<file path="config.mk">
export PLATFORM = sky130hd
export DESIGN_NAME = pixel_input_port
export DESIGN_NICKNAME = d
export VERILOG_FILES = /design/src/pixel_input_pkg.sv /design/src/pixel_input_port.sv
export SDC_FILE = /design/constraint.sdc
export NUM_CORES = 1
export LEC_CHECK = 0
export ABC_AREA = 0
export BUFFER_PORTS_ARGS = -buffer_cell sky130_fd_sc_hd__buf_2
export CAP_MARGIN = 30
export CORE_ASPECT_RATIO = 0.5
export CORE_MARGIN = 2
export CORE_UTILIZATION = 30
export CTS_CLUSTER_DIAMETER = 50
export DETAILED_ROUTE_END_ITERATION = 8
export MAX_ROUTING_LAYER = met4
export PLACE_DENSITY = 0.48
export REMOVE_ABC_BUFFERS = 1
export SYNTH_ARGS = -nofsm -noshare
export SYNTH_HDL_FRONTEND = slang
export SYNTH_SLANG_ARGS = --single-unit
</file>
<file path="constraint.sdc">
create_clock -name clk_in -period 4.55 [get_ports clk_in]
set_clock_uncertainty 0.05 [all_clocks]
set_input_delay 0.2275 -clock clk_in [delete_from_list [all_inputs] [get_ports clk_in]]
set_output_delay 0.2275 -clock clk_in [all_outputs]
set_load 0.03 [all_outputs]
</file>
<file path="src/pixel_input_pkg.sv">
// Package of constants for the source video pixel input port
package pixel_input_pkg;
    localparam int PIXEL_W = 48;
    localparam int ADDR_W  = 6;
    // Register byte offsets
    localparam logic [ADDR_W-1:0] CTRL_OFFSET   = 6'h00;
    localparam logic [ADDR_W-1:0] STATUS_OFFSET = 6'h04;
    localparam logic [ADDR_W-1:0] FRAME_OFFSET  = 6'h08;
    localparam logic [ADDR_W-1:0] VBP_OFFSET    = 6'h0c;
    localparam logic [ADDR_W-1:0] VFP_OFFSET    = 6'h10;
    localparam logic [ADDR_W-1:0] HPORCH_OFFSET = 6'h14;
    // Control field positions
    localparam int CTRL_WIDTH_LSB  = 0;
    localparam int CTRL_LANES_LSB  = 2;
    localparam int CTRL_VALID_LSB  = 4;
    localparam int CTRL_FORMAT_LSB = 8;
    localparam int CTRL_BPC_LSB    = 12;
    localparam logic [31:0] CTRL_RESET = 32'h0000_0000;
    localparam logic [1:0] RESP_OKAY   = 2'h0;
    localparam logic [1:0] RESP_SLVERR = 2'h2;
    // Pixels per clock and format codes
    typedef enum logic [1:0] {
        WIDTH_ONE  = 2'h0,
        WIDTH_TWO  = 2'h1,
        WIDTH_FOUR = 2'h2
    } ppc_t;
    typedef enum logic [1:0] {
        FMT_RGB          = 2'h0,
        FMT_YCC444       = 2'h1,
        FMT_YCC422       = 2'h2,
        luma_only_format = 2'h3
    } format_t;
endpackage : pixel_input_pkg

</file>
<file path="src/pixel_input_port.sv">
// Source video pixel input port: framing, lane qualification, timing measurement
module pixel_input_port
#(
    parameter int CNT_W = 16
) (
    // Clock and reset
    input  wire logic                         clk_in,
    input  wire logic                         rst_n_in,
    // Video input pins (video clock domain, sampled)
    input  wire logic                         vid_clk_in,
    input  wire logic                         vid_rst_in,
    input  wire logic                         vsync_in,
    input  wire logic                         hsync_in,
    input  wire logic                         odd_field_in,
    input  wire logic                         data_valid_in,
    input  wire logic [pixel_input_pkg::PIXEL_W-1:0] pixel_lane_a_in,
    input  wire logic [pixel_input_pkg::PIXEL_W-1:0] pixel_lane_b_in,
    input  wire logic [pixel_input_pkg::PIXEL_W-1:0] pixel_lane_c_in,
    input  wire logic [pixel_input_pkg::PIXEL_W-1:0] pixel_lane_d_in,
    // Captured pixel stream
    output logic                              pix_valid_out,
    output logic [4*pixel_input_pkg::PIXEL_W-1:0] pix_data_out,
    output logic [3:0]                        pix_lane_en_out,
    output logic                              pix_odd_out,
    output logic                              frame_start_out,
    output logic                              link_clk_out,
    // AXI4-Lite slave
    input  wire logic [pixel_input_pkg::ADDR_W-1:0] s_axi_awaddr,
    input  wire logic                         s_axi_awvalid,
    output logic                              s_axi_awready,
    input  wire logic [31:0]                  s_axi_wdata,
    input  wire logic [3:0]                   s_axi_wstrb,
    input  wire logic                         s_axi_wvalid,
    output logic                              s_axi_wready,
    output logic [1:0]                        s_axi_bresp,
    output logic                              s_axi_bvalid,
    input  wire logic                         s_axi_bready,
    input  wire logic [pixel_input_pkg::ADDR_W-1:0] s_axi_araddr,
    input  wire logic                         s_axi_arvalid,
    output logic                              s_axi_arready,
    output logic [31:0]                       s_axi_rdata,
    output logic [1:0]                        s_axi_rresp,
    output logic                              s_axi_rvalid,
    input  wire logic                         s_axi_rready
);
    import pixel_input_pkg::*;

    // Two-flop synchronisers; stage one is read only by stage two
    logic [5:0] sync1_reg;
    logic [5:0] sync2_reg;
    logic [5:0] sync3_reg;
    logic [4*PIXEL_W-1:0] lanes1_reg;
    logic [4*PIXEL_W-1:0] lanes2_reg;
    always_ff @(posedge clk_in or negedge rst_n_in) begin
        if (!rst_n_in) begin
            sync1_reg  <= 6'h00;
            sync2_reg  <= 6'h00;
            sync3_reg  <= 6'h00;
            lanes1_reg <= '0;
            lanes2_reg <= '0;
        end else begin
            sync1_reg  <= {vid_clk_in, vid_rst_in, vsync_in, hsync_in, odd_field_in,
                           data_valid_in};
            sync2_reg  <= sync1_reg;
            sync3_reg  <= sync2_reg;
            lanes1_reg <= {pixel_lane_d_in, pixel_lane_c_in, pixel_lane_b_in,
                           pixel_lane_a_in};
            lanes2_reg <= lanes1_reg;
        end
    end

    // Pins are sampled at the system clock; inputs must be held a full video
    // period, so video clock is limited well below clk_in/2 in practice
    wire vclk_rise  = sync2_reg[5] & ~sync3_reg[5];
    wire vrst       = sync2_reg[4];
    wire vs         = sync2_reg[3];
    wire hs         = sync2_reg[2];
    wire odd        = sync2_reg[1];
    wire de         = sync2_reg[0];
    // Control register fields
    logic [31:0] ctrl_reg;
    wire  [1:0]  ppc       = ctrl_reg[CTRL_WIDTH_LSB +: 2];
    wire  [1:0]  lanes     = ctrl_reg[CTRL_LANES_LSB +: 2];
    wire  [3:0]  lane_ok   = ctrl_reg[CTRL_VALID_LSB +: 4];
    wire  [1:0]  fmt       = ctrl_reg[CTRL_FORMAT_LSB +: 2];
    wire  [4:0]  bpc       = ctrl_reg[CTRL_BPC_LSB +: 5];

    // Lane enables from width, link lanes and valid marks
    wire en_b = lane_ok[1] & (lanes != 2'h0) & (ppc != WIDTH_ONE);
    wire en_c = lane_ok[2] & (lanes == 2'h2) & (ppc == WIDTH_FOUR);
    wire en_d = lane_ok[3] & (lanes == 2'h2) & (ppc == WIDTH_FOUR);
    wire [3:0] lane_en = {en_d, en_c, en_b, 1'b1};
    // Mask below the component depth; every lane stays 48 bits wide
    wire [4:0]  depth = (bpc > 5'h10) ? 5'h10 : bpc;
    wire [15:0] comp_mask = 16'hffff << (5'h10 - depth);
    wire [PIXEL_W-1:0] fmt_mask =
        (fmt == luma_only_format) ? {comp_mask, 32'h0} :
        (fmt == FMT_YCC422)       ? {comp_mask, comp_mask, 16'h0} :
                                    {comp_mask, comp_mask, comp_mask};
    // Frame and line tracking
    logic              vs_d_reg;
    logic              hs_d_reg;
    logic              de_d_reg;
    logic              in_line_reg;
    logic              seen_active_reg;
    logic [CNT_W-1:0]  vbp_cnt_reg;
    logic [CNT_W-1:0]  vfp_cnt_reg;
    logic [CNT_W-1:0]  vbp_reg;
    logic [CNT_W-1:0]  vfp_reg;
    logic [CNT_W-1:0]  hcnt_reg;
    logic [CNT_W-1:0]  hbp_reg;
    logic [CNT_W-1:0]  hfp_reg;
    logic [CNT_W-1:0]  line_end_reg;
    logic              line_done_reg;
    logic [CNT_W-1:0]  frame_cnt_reg;
    logic              line_err_reg;
    wire vs_fall  = vclk_rise & vs_d_reg & ~vs;
    wire vs_rise  = vclk_rise & ~vs_d_reg & vs;
    wire hs_rise  = vclk_rise & ~hs_d_reg & hs;
    wire de_rise  = vclk_rise & ~de_d_reg & de;
    wire de_fall  = vclk_rise & de_d_reg & ~de;
    wire capture  = vclk_rise & de & ~vrst;
    always_ff @(posedge clk_in or negedge rst_n_in) begin
        if (!rst_n_in) begin
            vs_d_reg        <= 1'b0;
            hs_d_reg        <= 1'b0;
            de_d_reg        <= 1'b0;
            in_line_reg     <= 1'b0;
            seen_active_reg <= 1'b0;
            vbp_cnt_reg     <= '0;
            vfp_cnt_reg     <= '0;
            vbp_reg         <= '0;
            vfp_reg         <= '0;
            hcnt_reg        <= '0;
            hbp_reg         <= '0;
            hfp_reg         <= '0;
            line_end_reg    <= '0;
            line_done_reg   <= 1'b0;
            frame_cnt_reg   <= '0;
            line_err_reg    <= 1'b0;
        end else if (vrst) begin
            vs_d_reg        <= 1'b0;
            hs_d_reg        <= 1'b0;
            de_d_reg        <= 1'b0;
            in_line_reg     <= 1'b0;
            seen_active_reg <= 1'b0;
            vbp_cnt_reg     <= '0;
            vfp_cnt_reg     <= '0;
            hcnt_reg        <= '0;
            line_done_reg   <= 1'b0;
        end else begin
            if (vclk_rise) begin
                vs_d_reg <= vs;
                hs_d_reg <= hs;
                de_d_reg <= de;
                hcnt_reg <= hs ? '0 : hcnt_reg + 1'b1;
            end
            if (vs_fall) begin
                in_line_reg     <= 1'b0;
                seen_active_reg <= 1'b0;
                vbp_cnt_reg     <= '0;
                frame_cnt_reg   <= frame_cnt_reg + 1'b1;
            end else begin
                if (hs_rise && !seen_active_reg) begin
                    vbp_cnt_reg <= vbp_cnt_reg + 1'b1;
                end
                if (hs_rise && seen_active_reg) begin
                    vfp_cnt_reg <= vfp_cnt_reg + 1'b1;
                end
                if (de_rise) begin
                    in_line_reg <= 1'b1;
                    hbp_reg     <= hcnt_reg;
                    vfp_cnt_reg <= '0;
                    if (!seen_active_reg) begin
                        vbp_reg <= vbp_cnt_reg;
                    end
                    seen_active_reg <= 1'b1;
                end
                if (de_fall) begin
                    in_line_reg   <= 1'b0;
                    line_end_reg  <= hcnt_reg;
                    line_done_reg <= 1'b1;
                end
                if (hs_rise && line_done_reg) begin
                    hfp_reg       <= hcnt_reg - line_end_reg;
                    line_done_reg <= 1'b0;
                end
                if (hs_rise && in_line_reg) begin
                    line_err_reg <= 1'b1;
                end
            end
            if (vs_rise) begin
                vfp_reg <= vfp_cnt_reg;
            end
        end
    end
    // Captured stream, registered straight to the outputs
    integer i;
    logic [4*PIXEL_W-1:0] masked;
    always_comb begin
        masked = '0;
        for (i = 0; i < 4; i = i + 1) begin
            masked[i*PIXEL_W +: PIXEL_W] = lane_en[i] ?
                (lanes2_reg[i*PIXEL_W +: PIXEL_W] & fmt_mask) : '0;
        end
    end
    logic [1:0] lclk_div_reg;
    always_ff @(posedge clk_in or negedge rst_n_in) begin
        if (!rst_n_in) begin
            pix_valid_out   <= 1'b0;
            pix_data_out    <= '0;
            pix_lane_en_out <= 4'h1;
            pix_odd_out     <= 1'b0;
            frame_start_out <= 1'b0;
            lclk_div_reg    <= 2'h0;
            link_clk_out    <= 1'b0;
        end else begin
            pix_valid_out   <= capture;
            if (capture) begin
                pix_data_out <= masked;
            end
            pix_lane_en_out <= lane_en;
            pix_odd_out     <= odd;
            frame_start_out <= vs_fall & ~vrst;
            lclk_div_reg    <= lclk_div_reg + 2'h1;
            link_clk_out    <= lclk_div_reg[1];
        end
    end

    // AXI4-Lite slave: one write and one read at a time
    logic [ADDR_W-1:0] awaddr_reg;
    logic              aw_held_reg;
    logic [31:0]       wdata_reg;
    logic [3:0]        wstrb_reg;
    logic              w_held_reg;
    wire do_write = aw_held_reg & w_held_reg & ~s_axi_bvalid;
    wire wr_ctrl  = do_write & (awaddr_reg == CTRL_OFFSET);
    wire wr_stat  = do_write & (awaddr_reg == STATUS_OFFSET);
    wire wr_hit   = wr_ctrl | wr_stat;
    logic [31:0] ctrl_merge;
    always_comb begin
        for (int b = 0; b < 4; b++) begin
            ctrl_merge[b*8 +: 8] = wstrb_reg[b] ? wdata_reg[b*8 +: 8] : ctrl_reg[b*8 +: 8];
        end
    end
    wire [31:0] status_word = {27'h0, line_err_reg, seen_active_reg, in_line_reg, odd, vs};
    wire [ADDR_W-1:0] ra = s_axi_araddr;
    wire ra_hit = (ra == CTRL_OFFSET) | (ra == STATUS_OFFSET) | (ra == FRAME_OFFSET) |
                  (ra == VBP_OFFSET) | (ra == VFP_OFFSET) | (ra == HPORCH_OFFSET);
    wire [31:0] rd_word =
        (ra == CTRL_OFFSET)   ? ctrl_reg :
        (ra == STATUS_OFFSET) ? status_word :
        (ra == FRAME_OFFSET)  ? {{(32-CNT_W){1'b0}}, frame_cnt_reg} :
        (ra == VBP_OFFSET)    ? {{(32-CNT_W){1'b0}}, vbp_reg} :
        (ra == VFP_OFFSET)    ? {{(32-CNT_W){1'b0}}, vfp_reg} :
        (ra == HPORCH_OFFSET) ? {hfp_reg, hbp_reg} : 32'h0;

    always_ff @(posedge clk_in or negedge rst_n_in) begin
        if (!rst_n_in) begin
            ctrl_reg      <= CTRL_RESET;
            awaddr_reg    <= '0;
            aw_held_reg   <= 1'b0;
            wdata_reg     <= 32'h0;
            wstrb_reg     <= 4'h0;
            w_held_reg    <= 1'b0;
            s_axi_awready <= 1'b1;
            s_axi_wready  <= 1'b1;
            s_axi_bvalid  <= 1'b0;
            s_axi_bresp   <= RESP_OKAY;
            s_axi_arready <= 1'b1;
            s_axi_rvalid  <= 1'b0;
            s_axi_rdata   <= 32'h0;
            s_axi_rresp   <= RESP_OKAY;
        end else begin
            if (s_axi_awvalid && s_axi_awready) begin
                awaddr_reg    <= s_axi_awaddr;
                aw_held_reg   <= 1'b1;
                s_axi_awready <= 1'b0;
            end
            if (s_axi_wvalid && s_axi_wready) begin
                wdata_reg    <= s_axi_wdata;
                wstrb_reg    <= s_axi_wstrb;
                w_held_reg   <= 1'b1;
                s_axi_wready <= 1'b0;
            end
            if (do_write) begin
                if (wr_ctrl) begin
                    ctrl_reg <= ctrl_merge;
                end
                s_axi_bvalid <= 1'b1;
                s_axi_bresp  <= wr_hit ? RESP_OKAY : RESP_SLVERR;
            end
            if (s_axi_bvalid && s_axi_bready) begin
                s_axi_bvalid  <= 1'b0;
                aw_held_reg   <= 1'b0;
                w_held_reg    <= 1'b0;
                s_axi_awready <= 1'b1;
                s_axi_wready  <= 1'b1;
            end
            if (s_axi_arvalid && s_axi_arready) begin
                s_axi_arready <= 1'b0;
                s_axi_rvalid  <= 1'b1;
                s_axi_rdata   <= rd_word;
                s_axi_rresp   <= ra_hit ? RESP_OKAY : RESP_SLVERR;
            end
            if (s_axi_rvalid && s_axi_rready) begin
                s_axi_rvalid  <= 1'b0;
                s_axi_arready <= 1'b1;
            end
        end
    end
endmodule : pixel_input_port

</file>
=== Yosys cells after proc, flatten, opt, wreduce, memory -nomap -nowiden ===
Index checks and enable logic that the tools add are counted.

* Logic and storage cells: 200
* Input bits: 253
* Bits in registers: 871
* Output and inout bits: 241

* Bitwise logic cells: 44
* $add $sub $neg: 7
* Order comparisons: 1
* Muxes and demuxes: 54
* Equality and inequality tests: 11
* Reductions and logical operators: 37
* Shift-type cells: 1

{| class="wikitable"
|+ Operators by type and width
! kind !! number
|-
| 32-bit two-way mux || 7
|-
| 48-bit AND || 4
|-
| 16-bit two-way mux || 11
|-
| 48-bit two-way mux || 3
|-
| 16-bit by 1-bit adder with 16-bit output, second input constant || 4
|-
| 1-bit two-way mux || 30
|-
| 1-bit AND || 24
|-
| 3-bit AND reduction || 8
|-
| 16-bit by 5-bit << shifter with 16-bit output, first input constant || 1
|-
| 16-bit subtractor || 1
|-
| 2-bit nonzero test || 7
|-
| 6-bit by 3-bit == test with 1-bit output, second input constant || 2
|-
| 6-bit by 4-bit == test with 1-bit output, second input constant || 2
|-
| 6-bit by 5-bit == test with 1-bit output, second input constant || 2
|-
| 6-bit zero test || 2
|-
| 3-bit nonzero test || 4
|-
| 1-bit inverter || 10
|-
| 1-bit logical AND || 9
|-
| 2-bit == test, second input constant || 4
|-
| 2-bit AND reduction || 4
|-
| 1-bit bitwise OR || 6
|-
| 5-bit greater-than comparator, second input constant || 1
|-
| 5-bit two-way mux || 1
|-
| 5-bit subtractor, first input constant || 1
|-
| other kinds (6) || 7
|}

=== Depth between registers and ports, before layout ===
* Word-level depth: 9
* Depth in mapped cells: 12
* Gate-level depth less buffers: 9

=== Least setup slack after synthesis ===
No wires, ideal clock.

* Path type: reg2reg
* From: reg ctrl_reg[16]
* To: reg pix_data_out[93] (netlist bit)
* Arrival time: 2.149 ns
* Setup time: 0.122 ns
* Setup slack: 2.230 ns
* Cell stages (with the launch flop): 12
* Data required time: 4.378 ns
* Buffers on the path: 3
* Clock period less this slack: 2.320 ns
* Path through: dfrtp_1 buf_2 nor2b_1 inv_1 ha_1 inv_1 ha_1 clkbuf_1 nor2_1 nand2_1 clkbuf_1 a32o_1

* Word-level cells in the longest chain between the ends: 6

{| class="wikitable"
|+ Ends and longest elaborated chain
! item !! line !! RTL
|-
| start: declaration || pixel_input_port.sv:81 || <nowiki>logic [31:0] ctrl_reg;</nowiki>
|-
| start signal: assignment || pixel_input_port.sv:288 || <nowiki>ctrl_reg <= ctrl_merge;</nowiki>
|-
| 5-bit greater-than comparator || pixel_input_port.sv:94 || <nowiki>wire [4:0] depth = (bpc > 5'h10) ? 5'h10 : bpc;</nowiki>
|-
| 5-bit two-way mux * || pixel_input_port.sv:94 ||
|-
| 5-bit subtractor * || pixel_input_port.sv:95 || <nowiki>wire [15:0] comp_mask = 16'hffff << (5'h10 - depth);</nowiki>
|-
| 16-bit by 5-bit << shifter with 16-bit output * || pixel_input_port.sv:95 ||
|-
| 48-bit AND * || pixel_input_port.sv:204 || <nowiki>(lanes2_reg[i*PIXEL_W +: PIXEL_W] & fmt_mask) : '0;</nowiki>
|-
| 48-bit two-way mux * || pixel_input_port.sv:203 || <nowiki>masked[i*PIXEL_W +: PIXEL_W] = lane_en[i] ?</nowiki>
|-
| end signal: assignment || pixel_input_port.sv:220 || <nowiki>pix_data_out <= masked;</nowiki>
|-
| end: declaration || pixel_input_port.sv:22 || <nowiki>output logic [4*pixel_input_pkg::PIXEL_W-1:0] pix_data_out,</nowiki>
|}

Every way passes the cells marked *; elsewhere a longest branch is shown, timed or not.
A chain may end at the register's enable or synchronous reset.

=== Final worst setup path ===
* From: reg ctrl_reg[16]
* To: reg pix_data_out[27] (netlist bit)

* Word-level cells in the longest chain between the ends: 6

{| class="wikitable"
|+ Ends and longest elaborated chain
! item !! line !! RTL
|-
| 5-bit greater-than comparator || pixel_input_port.sv:94 ||
|-
| 5-bit two-way mux * || pixel_input_port.sv:94 ||
|-
| 5-bit subtractor * || pixel_input_port.sv:95 ||
|-
| 16-bit by 5-bit << shifter with 16-bit output * || pixel_input_port.sv:95 ||
|-
| 32-bit two-way mux * || pixel_input_port.sv:97 || <nowiki>(fmt == luma_only_format) ? {comp_mask, 32'h0} :</nowiki>
|-
| 48-bit AND * || pixel_input_port.sv:204 ||
|}

Marks and branches as above.

==> run metrics <==
Skew-Pair Late Insertion Delay 0.67 ns; Longest Clk Path Bufs 3; DR pass1 iterations 6; fin crit share between 60% and 70%; Async SR Flop Fraction between 90% and 100%; total design power 19460 uW; die area ~100000 um^2; layout cells sized above 1 around 28%; Final Hold Viols 0; status finished clean; CTS Buf Count 83; vias in the first global route around 21000; Finished Layout Cells between 4000 and 5000; clock transition at the registers of the reported paths about 0.06 ns; placement row count around 80; number of synthesized flops with an enable pin 0; leakage power roughly 0.019 uW; Sinks on Clock Net between 800 and 900; Starting Density a little under a third; crit path max fanout 13; Slew Limit Fails 0; Worst Hold Depth 4; CP required about 5.1 ns; largest area contributor in the netlist dfrtp_1; CTS-repair resized insts 0; top-count cell post-synth dfrtp_1; RSZ-0062 raised after global routing false; Max-cap violations 0; Post-layout nets approximately 3200; Die H roughly 230 um; IO buf count between 400 and 500; max_slew headroom between 30% and 40%; utilization after layout approximately 40%; antenna-violating nets left 0; Worst Setup End Kind flop; fmax around 340 MHz; Least-Margin Pin Slew around 1 ns; setup bufs post-CTS 0; core area between 90000 and 100000 um^2; number of register bits inferred by synthesis ~860; CP startpoint kind flop; top cell type's share of synthesized area 71.75%; grt ovf 0; gr usage total 17.78%; Mean Syn Cell Area around 14 um^2; antenna violations before repair 6; Power Density about 500 nW/um^2; H-tree Lvls 3; WHS around 0.061 ns; GP Congestion 0.8161; synth top area cells dfrtp_1, mux2_2, a32o_1; io pins 494; first-pass GRT wire length 134.7 mm; Syn Inst Count 2125; Die X about 450 um; Via Count roughly 20000; 1st-iter DRT viols 1122; worst reg-to-reg path cell count 7; min-delay worst type input port to flop; cell area after layout a little under 40000 um^2; Vias per Instance between 4 and 5; min Tclk post-route slightly below 3 ns; instance area at placement about 34000 um^2; post-synthesis cell type count 68; Yosys warnings 0; Worst EP arrival about 3.5 ns; Cells after DPL ~4000; TritonCTS clock tree built; DRC viols 0; Finish-stage setup viols 0; dpl hpwl between 60 and 70 mm; WL per Instance just over 20 um; Main synth FF type dfrtp_1; Max IR drop VDD 338.7 uV; sequential cell area fraction in the yosys report 72.01%; most frequent cells after synthesis dfrtp_1, nand2_1, mux2_2; crit path kind flop to flop; Synth Cell Area roughly 30000 um^2; synthesis-to-layout area growth 31.39%; largest net degree at the start of global routing roughly 100; final wirelength roughly 88 mm; Root Buffer Master clkbuf_16
power breakdown:
part	switching, uW	internal, uW
logic	2440	1100
registers	436	8470
clock network	3110	3900
final timing paths:
| path | startpoint | end | slack [ns] |
|---|---|---|---|
| setup / recovery | ctrl_reg[16] | pix_data_out[27] | 1.57 |
| hold / removal | s_axi_araddr[1] | s_axi_rdata[1] | 0.06 |
| setup reg to reg | ctrl_reg[16] | pix_data_out[27] | 1.57 |
| hold reg to reg | lanes1_reg[60] | lanes2_reg[60] | 0.27 |
| max in group asynchronous | rst_n_in | vbp_cnt_reg[8] | 3.12 |
| min in group asynchronous | rst_n_in | pix_data_out[64] | 0.17 |
routing by layer:
| metal | share of wire (%) | global-route usage, % | wire length [um] |
|---|---|---|---|
| met5 | 0 | - | 0 |
| met4 | 3.1 | 5.571 | 2739 |
| met3 | 2.7 | 2.841 | 2398 |
| met2 | 54 | 31.18 | 47670 |
| met1 | 40 | 20.88 | 35390 |
cell families (layout without fill, tap and decap cells):
group	Yosys count	after routing	share of synthesized area [%]
other	2	10	0.02501
AOI/OAI and AO/OA	363	363	9.062
buffers and inverters	130	959	1.754
xor gates and xnor gates	56	56	1.633
DFF	864	864	72.01
and+or+nand+nor	536	536	8.820
adders and majority gates	24	24	1.025
muxes	150	150	5.671
worst max-delay path: stages (launching register included):
cell	delay, ns
dfrtp_1	0.56
nand2b_1	0.20
ha_1	0.25
inv_1	0.07
ha_1	0.52
nand2b_1	0.50
nor2b_1	0.52
a32o_1	0.26
layout by cell type, fill, tap and decap left out, drive strengths merged, types with 6 or more instances in the layout:
master	netlist	final
o21ai	104	104
a21o	8	8
nor4	9	9
mux2i	7	7
ha	23	23
dlygate4sd3	0	251
nor2b	8	8
nand2b	13	13
diode	0	7
dfrtp	861	861
nand2	194	194
xor2	33	33
and3	27	27
nand4b	6	6
a32o	119	119
inv	37	42
and2	9	9
nand4	19	19
nor3	23	23
or3	9	9
xnor2	23	23
a22o	13	13
buf	29	526
clkbuf	64	111
nand3	71	71
nor2	122	122
mux2	141	141
a221oi	31	31
clkinv	0	20
a21oi	47	47
per-stage QoR:
| step | TNS, ns | worst slack (ns) |
|---|---|---|
| 2_1_floorplan | -398.24 | -2.940 |
| 3_3_place_gp | 0 | 1.655 |
| 3_5_place_dp | 0 | 1.560 |
| 4_1_cts | 0 | 1.559 |
| 5_1_grt | 0 | 1.361 |
| 6_report | 0 | 1.568 |
timing repair:
| action | CTS | global route |
|---|---|---|
| endpoints found under the hold margin | 334 | 0 |
| hold buffers | 251 | 0 |
| setup endpoints to repair | 0 | 0 |
area by class of cell:
class	instances	area (um^2)
antenna	7	17.52
clock buffer	111	2344
clock inverter	34	411.6
fill	9358	59050
inverter	37	138.9
multi-input combinational	1132	7895
sequential	864	21620
tap	1328	1662
timing repair buffer	777	5365
Power figures use the tool's default switching activity.
